==> src/shared/dcf_pkg.sv <==
// Purpose: Constants for the debug control field logic
// Assumes: Avalon-MM slave with 32-bit data, byte addresses
// Notes: Control word holds bits 19 down to 11 of the debug configuration word
package dcf_pkg;
  localparam logic [3:0] CTRL_OFFSET = 4'h0;
  localparam logic [3:0] STAT_OFFSET = 4'h4;
  localparam logic [3:0] HOSTCTRL_OFFSET = 4'h8;
  localparam int RSVD_POS = 19;
  localparam int BKMODE_POS = 18;
  localparam int TPDIS_POS = 17;
  localparam int WINH_POS = 16;
  localparam int MAP_POS = 15;
  localparam int TRCEMU_POS = 14;
  localparam int FORCEEMU_POS = 13;
  localparam int CAPSEL_POS = 11;
  localparam logic [31:0] CTRL_RESET = 32'h0000_0000;
  localparam logic [1:0] TT_EMU = 2'h2;
  localparam logic [2:0] TM_EMU_CODE = 3'h5;
  localparam logic [2:0] TM_EMU_DATA = 3'h6;
  localparam logic [1:0] CAP_NONE = 2'h0;
  localparam logic [1:0] CAP_WRITE = 2'h1;
  localparam logic [1:0] CAP_READ = 2'h2;
  localparam logic [1:0] CAP_BOTH = 2'h3;
  localparam logic [3:0] TRACE_IDLE_STATUS = 4'h0;
  localparam int CLOCK_MHZ = 250;
  localparam int BYTE_NIBBLES = 2;
  localparam int LONG_NIBBLES = 8;
  localparam int WORD_NIBBLES = 4;
endpackage : dcf_pkg

==> src/core/dcf_debug_ctrl.sv <==
// Purpose: Debug control field bits 19..11 and the logic they steer
// Assumes: Breakpoint pin is asynchronous; core signals share I_CLOCK
// Notes: Status register reads inhibit bit, pending, handler and streaming state
//
// Added by the designer: the register offsets and the Avalon-MM register port.
`timescale 1ns/1ns
`default_nettype none

// Behaviour
// - mode clear: pin keeps normal function
// - mode set: falling pin edge raises interrupt
// - interrupt pending until instruction sample point
// - no nested debug interrupts
// - trace disable quiets clock, status, data
// - inhibit blocks core writes to registers
// - only external system changes inhibit bit
// - map clear: supervisor code/data spaces
// - map set in emulator mode: special space TT 10, TM 101/110
// - trace exception enters emulator mode if set
// - force bit starts emulator mode execution
// - capture field picks none/write/read/both data
// - operand sent one nibble per clock by size
module dcf_debug_ctrl (
  // Clock and reset
  input wire logic I_CLOCK,
  input wire logic I_RST_N,
  // Avalon-MM slave
  input wire logic [3:0] I_AVS_ADDRESS,
  input wire logic I_AVS_READ,
  input wire logic I_AVS_WRITE,
  input wire logic [31:0] I_AVS_WRITEDATA,
  input wire logic I_AVS_FROM_HOST,
  output logic [31:0] O_AVS_READDATA,
  output logic O_AVS_WAITREQUEST,
  // Breakpoint pin and core handshake
  input wire logic I_BREAKPOINT_REQUEST_PIN_N,
  input wire logic I_SAMPLE_POINT,
  input wire logic I_DEBUG_DONE,
  input wire logic I_TRACE_EXCEPTION,
  input wire logic I_EMU_MODE,
  input wire logic I_REF_IS_CODE,
  output logic O_DEBUG_IRQ,
  output logic O_BREAKPOINT_HALT,
  output logic O_ENTER_EMULATOR,
  output logic O_CORE_WRITE_INHIBIT,
  output logic [1:0] O_TRANSFER_TYPE,
  output logic [2:0] O_TRANSFER_MODIFIER,
  output logic O_USE_SPECIAL_SPACE,
  // Operand capture input
  input wire logic I_OPER_VALID,
  input wire logic I_OPER_IS_WRITE,
  input wire logic [1:0] I_OPER_SIZE,
  input wire logic [31:0] I_OPER_DATA,
  output logic O_OPER_READY,
  // Trace port
  input wire logic [3:0] I_CORE_STATUS,
  output logic O_TRACE_CLOCK_OUT,
  output logic [3:0] O_PROCESSOR_STATUS_OUTPUTS,
  output logic [3:0] O_DEBUG_DATA_OUTPUTS
);

  typedef enum logic [1:0] {IDLE, ACK, SHIFT} dcf_bus_type;

  typedef struct packed {
    logic [8:0] ctrl;
    logic host_access;
    dcf_bus_type bus;
    logic [31:0] rdata;
    logic pin_s1;
    logic pin_s2;
    logic pin_prev;
    logic pending;
    logic in_handler;
    logic irq;
    logic [31:0] shreg;
    logic [3:0] nib_left;
    logic tclk;
    logic [3:0] processor_status_outputs;
    logic [3:0] dd;
  } dcf_state_type;

  dcf_state_type st;
  dcf_state_type next_st;

  function automatic logic [3:0] dcf_nibbles(input logic [1:0] size);
    case (size)
      2'h1: dcf_nibbles = 4'(dcf_pkg::BYTE_NIBBLES);
      2'h2: dcf_nibbles = 4'(dcf_pkg::WORD_NIBBLES);
      default: dcf_nibbles = 4'(dcf_pkg::LONG_NIBBLES);
    endcase
  endfunction : dcf_nibbles

  function automatic logic dcf_bit(input logic [8:0] c, input int pos);
    dcf_bit = c[pos - dcf_pkg::CAPSEL_POS];
  endfunction : dcf_bit

  logic bk_mode;
  logic tp_dis;
  logic winh;
  logic map_sp;
  logic [1:0] capsel;
  logic oper_take;
  logic capture_hit;
  logic [8:0] wr_field;
  logic [31:0] ctrl_word;

  always_comb begin
    bk_mode = dcf_bit(st.ctrl, dcf_pkg::BKMODE_POS);
    tp_dis = dcf_bit(st.ctrl, dcf_pkg::TPDIS_POS);
    winh = dcf_bit(st.ctrl, dcf_pkg::WINH_POS);
    map_sp = dcf_bit(st.ctrl, dcf_pkg::MAP_POS);
    capsel = st.ctrl[1:0];
    ctrl_word = 32'(st.ctrl) << dcf_pkg::CAPSEL_POS;
    wr_field = I_AVS_WRITEDATA[dcf_pkg::RSVD_POS:dcf_pkg::CAPSEL_POS];
    capture_hit = (I_OPER_IS_WRITE && capsel[0]) || (!I_OPER_IS_WRITE && capsel[1]);
    oper_take = I_OPER_VALID && (st.nib_left == 4'h0);
  end

  always_comb begin
    next_st = st;
    // Bus slave: one wait cycle, answer on second edge
    case (st.bus)
      IDLE: begin
        if (I_AVS_READ || I_AVS_WRITE) begin
          next_st.bus = ACK;
          next_st.host_access = I_AVS_FROM_HOST;
          case (I_AVS_ADDRESS)
            dcf_pkg::CTRL_OFFSET: next_st.rdata = ctrl_word;
            dcf_pkg::STAT_OFFSET: next_st.rdata = {28'h0, st.nib_left != 4'h0, st.in_handler,
                                                   st.pending, winh};
            dcf_pkg::HOSTCTRL_OFFSET: next_st.rdata = ctrl_word;
            default: next_st.rdata = 32'h0000_0000;
          endcase
        end
      end
      ACK: begin
        // Write lands on the second edge, the one after the wait cycle
        next_st.bus = IDLE;
        if (I_AVS_WRITE) begin
          if (I_AVS_ADDRESS == dcf_pkg::CTRL_OFFSET && !winh) begin
            next_st.ctrl = wr_field;
            next_st.ctrl[dcf_pkg::WINH_POS - dcf_pkg::CAPSEL_POS] = winh;
            next_st.ctrl[8] = 1'b0;
          end
          if (I_AVS_ADDRESS == dcf_pkg::HOSTCTRL_OFFSET && st.host_access) begin
            next_st.ctrl = wr_field;
            next_st.ctrl[8] = 1'b0;
          end
        end
      end
      default: next_st.bus = IDLE;
    endcase
    // Breakpoint pin: two-flop sync then falling edge detect
    next_st.pin_s1 = I_BREAKPOINT_REQUEST_PIN_N;
    next_st.pin_s2 = st.pin_s1;
    next_st.pin_prev = st.pin_s2;
    next_st.irq = 1'b0;
    if (I_DEBUG_DONE) begin
      next_st.in_handler = 1'b0;
    end
    if (bk_mode && st.pin_prev && !st.pin_s2 && !st.in_handler) begin
      next_st.pending = 1'b1;
    end
    if (st.pending && I_SAMPLE_POINT && !st.in_handler) begin
      next_st.pending = 1'b0;
      next_st.irq = 1'b1;
      next_st.in_handler = 1'b1;
    end
    if (!bk_mode) begin
      next_st.pending = 1'b0;
    end
    // Trace port and operand nibble stream
    if (oper_take && capture_hit) begin
      next_st.shreg = I_OPER_DATA;
      next_st.nib_left = dcf_nibbles(I_OPER_SIZE);
    end else if (st.nib_left != 4'h0) begin
      next_st.shreg = {4'h0, st.shreg[31:4]};
      next_st.nib_left = st.nib_left - 4'h1;
    end
    if (tp_dis) begin
      next_st.tclk = 1'b0;
      next_st.processor_status_outputs = dcf_pkg::TRACE_IDLE_STATUS;
      next_st.dd = 4'h0;
      next_st.nib_left = 4'h0;
    end else begin
      next_st.tclk = !st.tclk;
      next_st.processor_status_outputs = I_CORE_STATUS;
      next_st.dd = (st.nib_left != 4'h0) ? st.shreg[3:0] : 4'h0;
    end
  end

  always_ff @(posedge I_CLOCK or negedge I_RST_N) begin
    if (!I_RST_N) begin
      st <= '0;
      st.pin_s1 <= 1'b1;
      st.pin_s2 <= 1'b1;
      st.pin_prev <= 1'b1;
    end else begin
      st <= next_st;
    end
  end

  always_comb begin
    O_AVS_READDATA = st.rdata;
    O_AVS_WAITREQUEST = (I_AVS_READ || I_AVS_WRITE) && (st.bus != ACK);
    O_DEBUG_IRQ = st.irq;
    O_BREAKPOINT_HALT = !bk_mode && !st.pin_s2;
    O_ENTER_EMULATOR = dcf_bit(st.ctrl, dcf_pkg::FORCEEMU_POS)
      || (dcf_bit(st.ctrl, dcf_pkg::TRCEMU_POS) && I_TRACE_EXCEPTION);
    O_CORE_WRITE_INHIBIT = winh;
    O_USE_SPECIAL_SPACE = I_EMU_MODE && map_sp;
    if (I_EMU_MODE && map_sp) begin
      O_TRANSFER_TYPE = dcf_pkg::TT_EMU;
      O_TRANSFER_MODIFIER = I_REF_IS_CODE ? dcf_pkg::TM_EMU_CODE : dcf_pkg::TM_EMU_DATA;
    end else begin
      O_TRANSFER_TYPE = 2'h0;
      O_TRANSFER_MODIFIER = I_REF_IS_CODE ? 3'h6 : 3'h5;
    end
    O_OPER_READY = st.nib_left == 4'h0;
    O_TRACE_CLOCK_OUT = st.tclk;
    O_PROCESSOR_STATUS_OUTPUTS = st.processor_status_outputs;
    O_DEBUG_DATA_OUTPUTS = st.dd;
  end

  bus_answer_a: assert property (@(posedge I_CLOCK) disable iff (!I_RST_N)
    (st.bus == IDLE && I_AVS_READ) |=> !O_AVS_WAITREQUEST)
    else $error("bus answer late");
  edge_pending_a: assert property (@(posedge I_CLOCK) disable iff (!I_RST_N)
    (bk_mode && st.pin_prev && !st.pin_s2 && !st.in_handler && !I_SAMPLE_POINT)
    |=> (st.pending || !bk_mode))
    else $error("falling edge not held pending");
  normal_mode_a: assert property (@(posedge I_CLOCK) disable iff (!I_RST_N)
    !bk_mode |=> !st.pending)
    else $error("pending in normal mode");
  sample_irq_a: assert property (@(posedge I_CLOCK) disable iff (!I_RST_N)
    O_DEBUG_IRQ |-> $past(I_SAMPLE_POINT) && $past(st.pending))
    else $error("irq without sample point");
  no_nesting_a: assert property (@(posedge I_CLOCK) disable iff (!I_RST_N)
    (st.in_handler && !I_DEBUG_DONE) |=> !O_DEBUG_IRQ)
    else $error("nested debug irq");
  trace_quiet_a: assert property (@(posedge I_CLOCK) disable iff (!I_RST_N)
    tp_dis[*2] |-> !O_TRACE_CLOCK_OUT && O_DEBUG_DATA_OUTPUTS == 4'h0)
    else $error("trace port active while disabled");
  trace_resume_a: assert property (@(posedge I_CLOCK) disable iff (!I_RST_N)
    ($past(I_RST_N) && !tp_dis && $past(!tp_dis)) |-> O_TRACE_CLOCK_OUT != $past(O_TRACE_CLOCK_OUT))
    else $error("trace clock not running");
  inhibit_hold_a: assert property (@(posedge I_CLOCK) disable iff (!I_RST_N)
    (st.bus == ACK && I_AVS_WRITE && !st.host_access) |=> $stable(winh))
    else $error("core changed inhibit bit");
  map_space_a: assert property (@(posedge I_CLOCK) disable iff (!I_RST_N)
    (I_EMU_MODE && map_sp) |-> O_TRANSFER_TYPE == 2'h2)
    else $error("special space not used");
  nibble_count_a: assert property (@(posedge I_CLOCK) disable iff (!I_RST_N)
    (oper_take && capture_hit && !tp_dis && I_OPER_SIZE == 2'h1) |=> st.nib_left == 4'h2)
    else $error("byte not two nibbles");
  write_answer_a: assert property (@(posedge I_CLOCK) disable iff (!I_RST_N)
    (st.bus == IDLE && I_AVS_WRITE) |=> !O_AVS_WAITREQUEST)
    else $error("bus write answer late");
  core_block_a: assert property (@(posedge I_CLOCK) disable iff (!I_RST_N)
    (st.bus == ACK && I_AVS_WRITE && winh && I_AVS_ADDRESS == dcf_pkg::CTRL_OFFSET)
    |=> $stable(st.ctrl))
    else $error("core write passed inhibit");
  rsvd_zero_a: assert property (@(posedge I_CLOCK) disable iff (!I_RST_N)
    st.ctrl[8] == 1'b0)
    else $error("reserved bit set");
  halt_normal_a: assert property (@(posedge I_CLOCK) disable iff (!I_RST_N)
    bk_mode |-> !O_BREAKPOINT_HALT)
    else $error("halt in debug interrupt mode");
  irq_pulse_a: assert property (@(posedge I_CLOCK) disable iff (!I_RST_N)
    O_DEBUG_IRQ |=> !O_DEBUG_IRQ)
    else $error("debug irq longer than one cycle");
  irq_handler_a: assert property (@(posedge I_CLOCK) disable iff (!I_RST_N)
    O_DEBUG_IRQ |-> st.in_handler)
    else $error("irq without handler mark");
  trace_status_a: assert property (@(posedge I_CLOCK) disable iff (!I_RST_N)
    tp_dis[*2] |-> O_PROCESSOR_STATUS_OUTPUTS == dcf_pkg::TRACE_IDLE_STATUS)
    else $error("status outputs active while disabled");
  nibble_step_a: assert property (@(posedge I_CLOCK) disable iff (!I_RST_N)
    (st.nib_left != 4'h0 && !tp_dis) |=> st.nib_left == $past(st.nib_left) - 4'h1)
    else $error("nibble count not stepping");
  nibble_out_a: assert property (@(posedge I_CLOCK) disable iff (!I_RST_N)
    (st.nib_left != 4'h0 && !tp_dis) |=> O_DEBUG_DATA_OUTPUTS == $past(st.shreg[3:0]))
    else $error("wrong nibble on data outputs");
  no_capture_a: assert property (@(posedge I_CLOCK) disable iff (!I_RST_N)
    (oper_take && capsel == dcf_pkg::CAP_NONE) |=> st.nib_left == 4'h0)
    else $error("operand captured with capture off");
  long_count_a: assert property (@(posedge I_CLOCK) disable iff (!I_RST_N)
    (oper_take && capture_hit && !tp_dis && I_OPER_SIZE[1] == I_OPER_SIZE[0])
    |=> st.nib_left == 4'h8)
    else $error("long not eight nibbles");
  super_space_a: assert property (@(posedge I_CLOCK) disable iff (!I_RST_N)
    !(I_EMU_MODE && map_sp) |-> !O_USE_SPECIAL_SPACE && O_TRANSFER_TYPE != dcf_pkg::TT_EMU)
    else $error("special space outside mapping");
  map_modifier_a: assert property (@(posedge I_CLOCK) disable iff (!I_RST_N)
    (I_EMU_MODE && map_sp)
    |-> O_TRANSFER_MODIFIER == (I_REF_IS_CODE ? dcf_pkg::TM_EMU_CODE : dcf_pkg::TM_EMU_DATA))
    else $error("special space modifier wrong");
  pending_hold_a: assert property (@(posedge I_CLOCK) disable iff (!I_RST_N)
    (st.pending && bk_mode && !I_SAMPLE_POINT) |=> st.pending)
    else $error("pending interrupt lost");

  irq_seen_c: cover property (@(posedge I_CLOCK) O_DEBUG_IRQ);
  stream_c: cover property (@(posedge I_CLOCK) st.nib_left == 4'h8);
  host_wr_c: cover property (@(posedge I_CLOCK) I_AVS_WRITE && I_AVS_FROM_HOST && !O_AVS_WAITREQUEST);
  trace_off_c: cover property (@(posedge I_CLOCK) tp_dis && !O_TRACE_CLOCK_OUT);
  inhibit_c: cover property (@(posedge I_CLOCK) O_CORE_WRITE_INHIBIT);

endmodule : dcf_debug_ctrl

`default_nettype wire

==> config.mk <==
export PLATFORM = sky130hd
export DESIGN_NAME = dcf_debug_ctrl
export DESIGN_NICKNAME = d
export VERILOG_FILES = /design/src/shared/dcf_pkg.sv /design/src/core/dcf_debug_ctrl.sv
export SDC_FILE = /design/constraint.sdc
export NUM_CORES = 1
export LEC_CHECK = 0
export BUFFER_PORTS_ARGS = -buffer_cell sky130_fd_sc_hd__buf_4
export CORE_ASPECT_RATIO = 1.1
export CORE_MARGIN = 5
export CORE_UTILIZATION = 50
export CTS_BUF_LIST = sky130_fd_sc_hd__clkbuf_2 sky130_fd_sc_hd__clkbuf_4 sky130_fd_sc_hd__clkbuf_8
export CTS_CLUSTER_DIAMETER = 80
export DETAILED_ROUTE_END_ITERATION = 6
export PLACE_DENSITY = 0.86
export SYNTH_ARGS = -nofsm -noshare
export SYNTH_HDL_FRONTEND = slang
export SYNTH_SLANG_ARGS = --single-unit
==> constraint.sdc <==
create_clock -name I_CLOCK -period 2.1 [get_ports I_CLOCK]
set_clock_uncertainty 0.2 [all_clocks]
set_input_delay 0.21 -clock I_CLOCK [delete_from_list [all_inputs] [get_ports I_CLOCK]]
set_output_delay 0.21 -clock I_CLOCK [all_outputs]
set_load 0.01 [all_outputs]
==> results.tsv <==
metric	value	unit
initial antenna violation count	0	
area grow syn2layout	38.1	%
post-synth top area share	0.501	
critical path class	input pin to flip-flop	
r2r setup slk	120	ps
CTS clk-pin slew, worst paths	70	ps
syn_area_per_cell	10.0	µm²
number of global-route vias before repair	3069	
GR Layer Usage met1	0.251	
sequential share of the synthesized area	0.524	
Power Internal	0.00361	W
Leakage	2.32	nW
Ports	140	
CP endpoint kind	flip-flop	
Synth Warn #	0	
Worst EP arrival	2060	ps
Hold Vio Cnt, Final	0	
Critical Path Start Type	input pin	
Global Route met3 Usage	0.0519	
ys flop type	dfrtp_1	
Total GRT Usage	0.207	
Mapped Area	0.00349	mm²
final wirelength	8850	µm
Logic pwr share	0.337	
initial DRC count	141	
Fin Setup TNS	0	ps
hpwl dp	5740	µm
gr ovfl total	0	
Vias/cell	5.30	
worst endpoint required time	2130	ps
RSZ-0062 raised after global routing	false	
Post-synth EDFFs	0	
CP Max Fanout	7	
number of I/O port buffers	93	
largest cells by area after synthesis	dfrtp_1 (50%), buf_4 (9.7%), a31oi_1 (5.4%), a21oi_1 (5.0%), o21ai_0 (4.9%)	
Die Span Y	97.7	µm
Core Rows	32	
die width	89.7	µm
Inserted Diodes	0	
Synth top cells by count	dfrtp_1 (70), buf_4 (45), a21oi_1 (35)	
Synth area leader	dfrtp_1	
clock share of power	0.276	
routed len/inst	15.9	µm
Sink Count	73	
GRT met2 Usage	0.344	
final max-slew violation count	0	
CORE AREA	0.00693	mm²
most used routing layer	met2	
first-pass GRT wire length	15000	µm
nets	559	
Slew HR	0.545	
most frequent cell after synthesis	dfrtp_1	
Sw Pwr	0.00175	W
Final ANT Viol Nets	0	
Peak Freq	0.492	GHz
worst-case clock buffer depth	2	
post-synthesis register bit count	73	
placed cell count	494	
CTS tree	built	
First-pass DRT Iterations	5	
Net Sw Frac	0.326	
CTS Buf Count	9	
PwrDens	1110	mW/mm²
pre-CTS setup slack	88.4	ps
share of cells above drive strength 1	0.307	
largest net degree at the start of global routing	74	
share of flip-flops with an asynchronous set or reset	1.00	
CTS Root Buffer Type	clkbuf_8	
Hold/Removal Path Class	input pin to flip-flop	
die area	0.00876	mm²
vias	2956	
setup ws final	67.0	ps
fin cells	558	
Seq pwr share	0.387	
final cycle utilization of the critical path	0.968	
Placer Congestion	0.853	
post-synthesis cell type count	39	
peak supply drop	0.000634	V
setup violation total in the final timing report	0	
H-tree depth	3	
outcome	completed	
Initial Util	0.505	
DRC	0	
clk_lat worst skew	340	ps
# Max-Cap Violations	0	
cells after synthesis	349	
Slew @ Worst Pin	682	ps
crit path time final	2030	ps
layout by cell type, fill, tap and decap left out, types with 2 or more instances in the layout:
| cell | count |
|---|---|
| inv_1 | 9 |
| inv_2 | 2 |
| bufinv_16 | 4 |
| a21oi_1 | 35 |
| nand2_1 | 5 |
| a31oi_1 | 30 |
| xnor2_1 | 2 |
| conb_1 | 22 |
| nor2_1 | 34 |
| o21ai_0 | 34 |
| nand3_1 | 4 |
| mux2_2 | 10 |
| dlygate4sd3_1 | 46 |
| a22o_1 | 11 |
| dfstp_2 | 3 |
| clkbuf_8 | 10 |
| and2_1 | 4 |
| dfrtp_1 | 70 |
| buf_4 | 106 |
| ha_1 | 4 |
| nor2b_1 | 5 |
cell families (layout without fill, tap and decap cells):
group	after synthesis	in the layout	share of synthesized area
flip-flops	73	73	0.524
multiplexers	11	11	0.0351
other	2	22	0.00215
adder cells (fa/ha/maj)	4	4	0.0143
buffers and inverters	77	181	0.133
AO/OA/AOI/OAI	119	119	0.203
XOR/XNOR	2	2	0.00501
AND/OR/NAND/NOR	61	61	0.0834
power groups by stage:
stage / Clock, W / Sequential (W) / Combinational [W]
CTS: 0.00151 / 0.00207 / 0.00179
detailed placement: 0 / 0.00210 / 0.00169
finish: 0.00148 / 0.00207 / 0.00181
floorplan: 0 / 0.00201 / 0.00124
global route: 0.00156 / 0.00211 / 0.00204
global placement: 0 / 0.00207 / 0.00161
metrics by stage:
| stage | power, W | util | area [µm²] | hold slack, ps |
|---|---|---|---|---|
| final | 0.00536 | 0.697 | 4830 | 19.1 |
| after global placement | 0.00368 | 0.588 | 4070 | 47.5 |
| after floorplan | 0.00326 | - | 3570 | -286 |
| after detailed placement | 0.00378 | 0.588 | 4070 | 51.4 |
| after global routing | 0.00571 | 0.697 | 4830 | 12.1 |
| after CTS | 0.00536 | 0.695 | 4820 | 0.0566 |
path summary, 6_finish.rpt:
kind | start | endpoint | cells after the start
worst max-delay path | I_AVS_ADDRESS[1] | ctrl_word[14]$_DFFE_PN0P_ | 6
worst min-delay path | I_OPER_DATA[17] | st[30]$_DFFE_PN0P_ | 3
worst max register to register | st[9]$_DFFE_PN0P_ | st[24]$_DFFE_PN0P_ | 6
worst min register to register | next_st[49]$_DFF_PN1_ | next_st[48]$_DFF_PN1_ | 0
max in group asynchronous | I_RST_N | next_st[48]$_DFF_PN1_ | 3
min in group asynchronous | I_RST_N | O_DEBUG_IRQ$_DFF_PN0_ | 3
sequential cells by signal, summed over array words and instances (netlist names):
register	flops
O_AVS_READDATA	12
O_CORE_WRITE_INHIBIT	1
O_DEBUG_DATA_OUTPUTS	4
O_DEBUG_IRQ	1
O_PROCESSOR_STATUS_OUTPUTS	4
O_TRACE_CLOCK_OUT	1
bk_mode	1
capsel	2
ctrl_word	4
next_st	2
st	41
critical path: stages:
cell	delay (ps)
dlygate4sd3_1	540
buf_4	140
or3_4	390
a211oi_4	220
buf_4	210
mux2_2	340
area by class of cell:
| cell class | count | area, µm² |
|---|---|---|
| Multi-Input combinational cell | 219 | 1280 |
| Clock buffer | 10 | 138 |
| Sequential cell | 73 | 1830 |
| Clock inverter | 6 | 138 |
| Tap cell | 85 | 106 |
| Fill cell | 489 | 2100 |
| Inverter | 12 | 57.6 |
| Timing Repair Buffer | 153 | 1280 |
per-layer routing:
layer  up-vias  part of all wire
met4         0             0.026
met2       132              0.50
met1      1411              0.39
li1       1390                 -
met5         -                 0
met3        23             0.079
timing repair:
| item | in CTS | in global routing |
|---|---|---|
| gates cloned | 0 | 0 |
| gates resized for setup | 5 | 3 |
| setup buffers | 3 | 0 |
| hold buffers | 46 | 0 |
| endpoints found under the hold margin | 115 | 0 |
| setup endpoints to repair | 1 | 8 |
| pin swaps | 0 | 0 |
(Power assumes the default switching activity.)
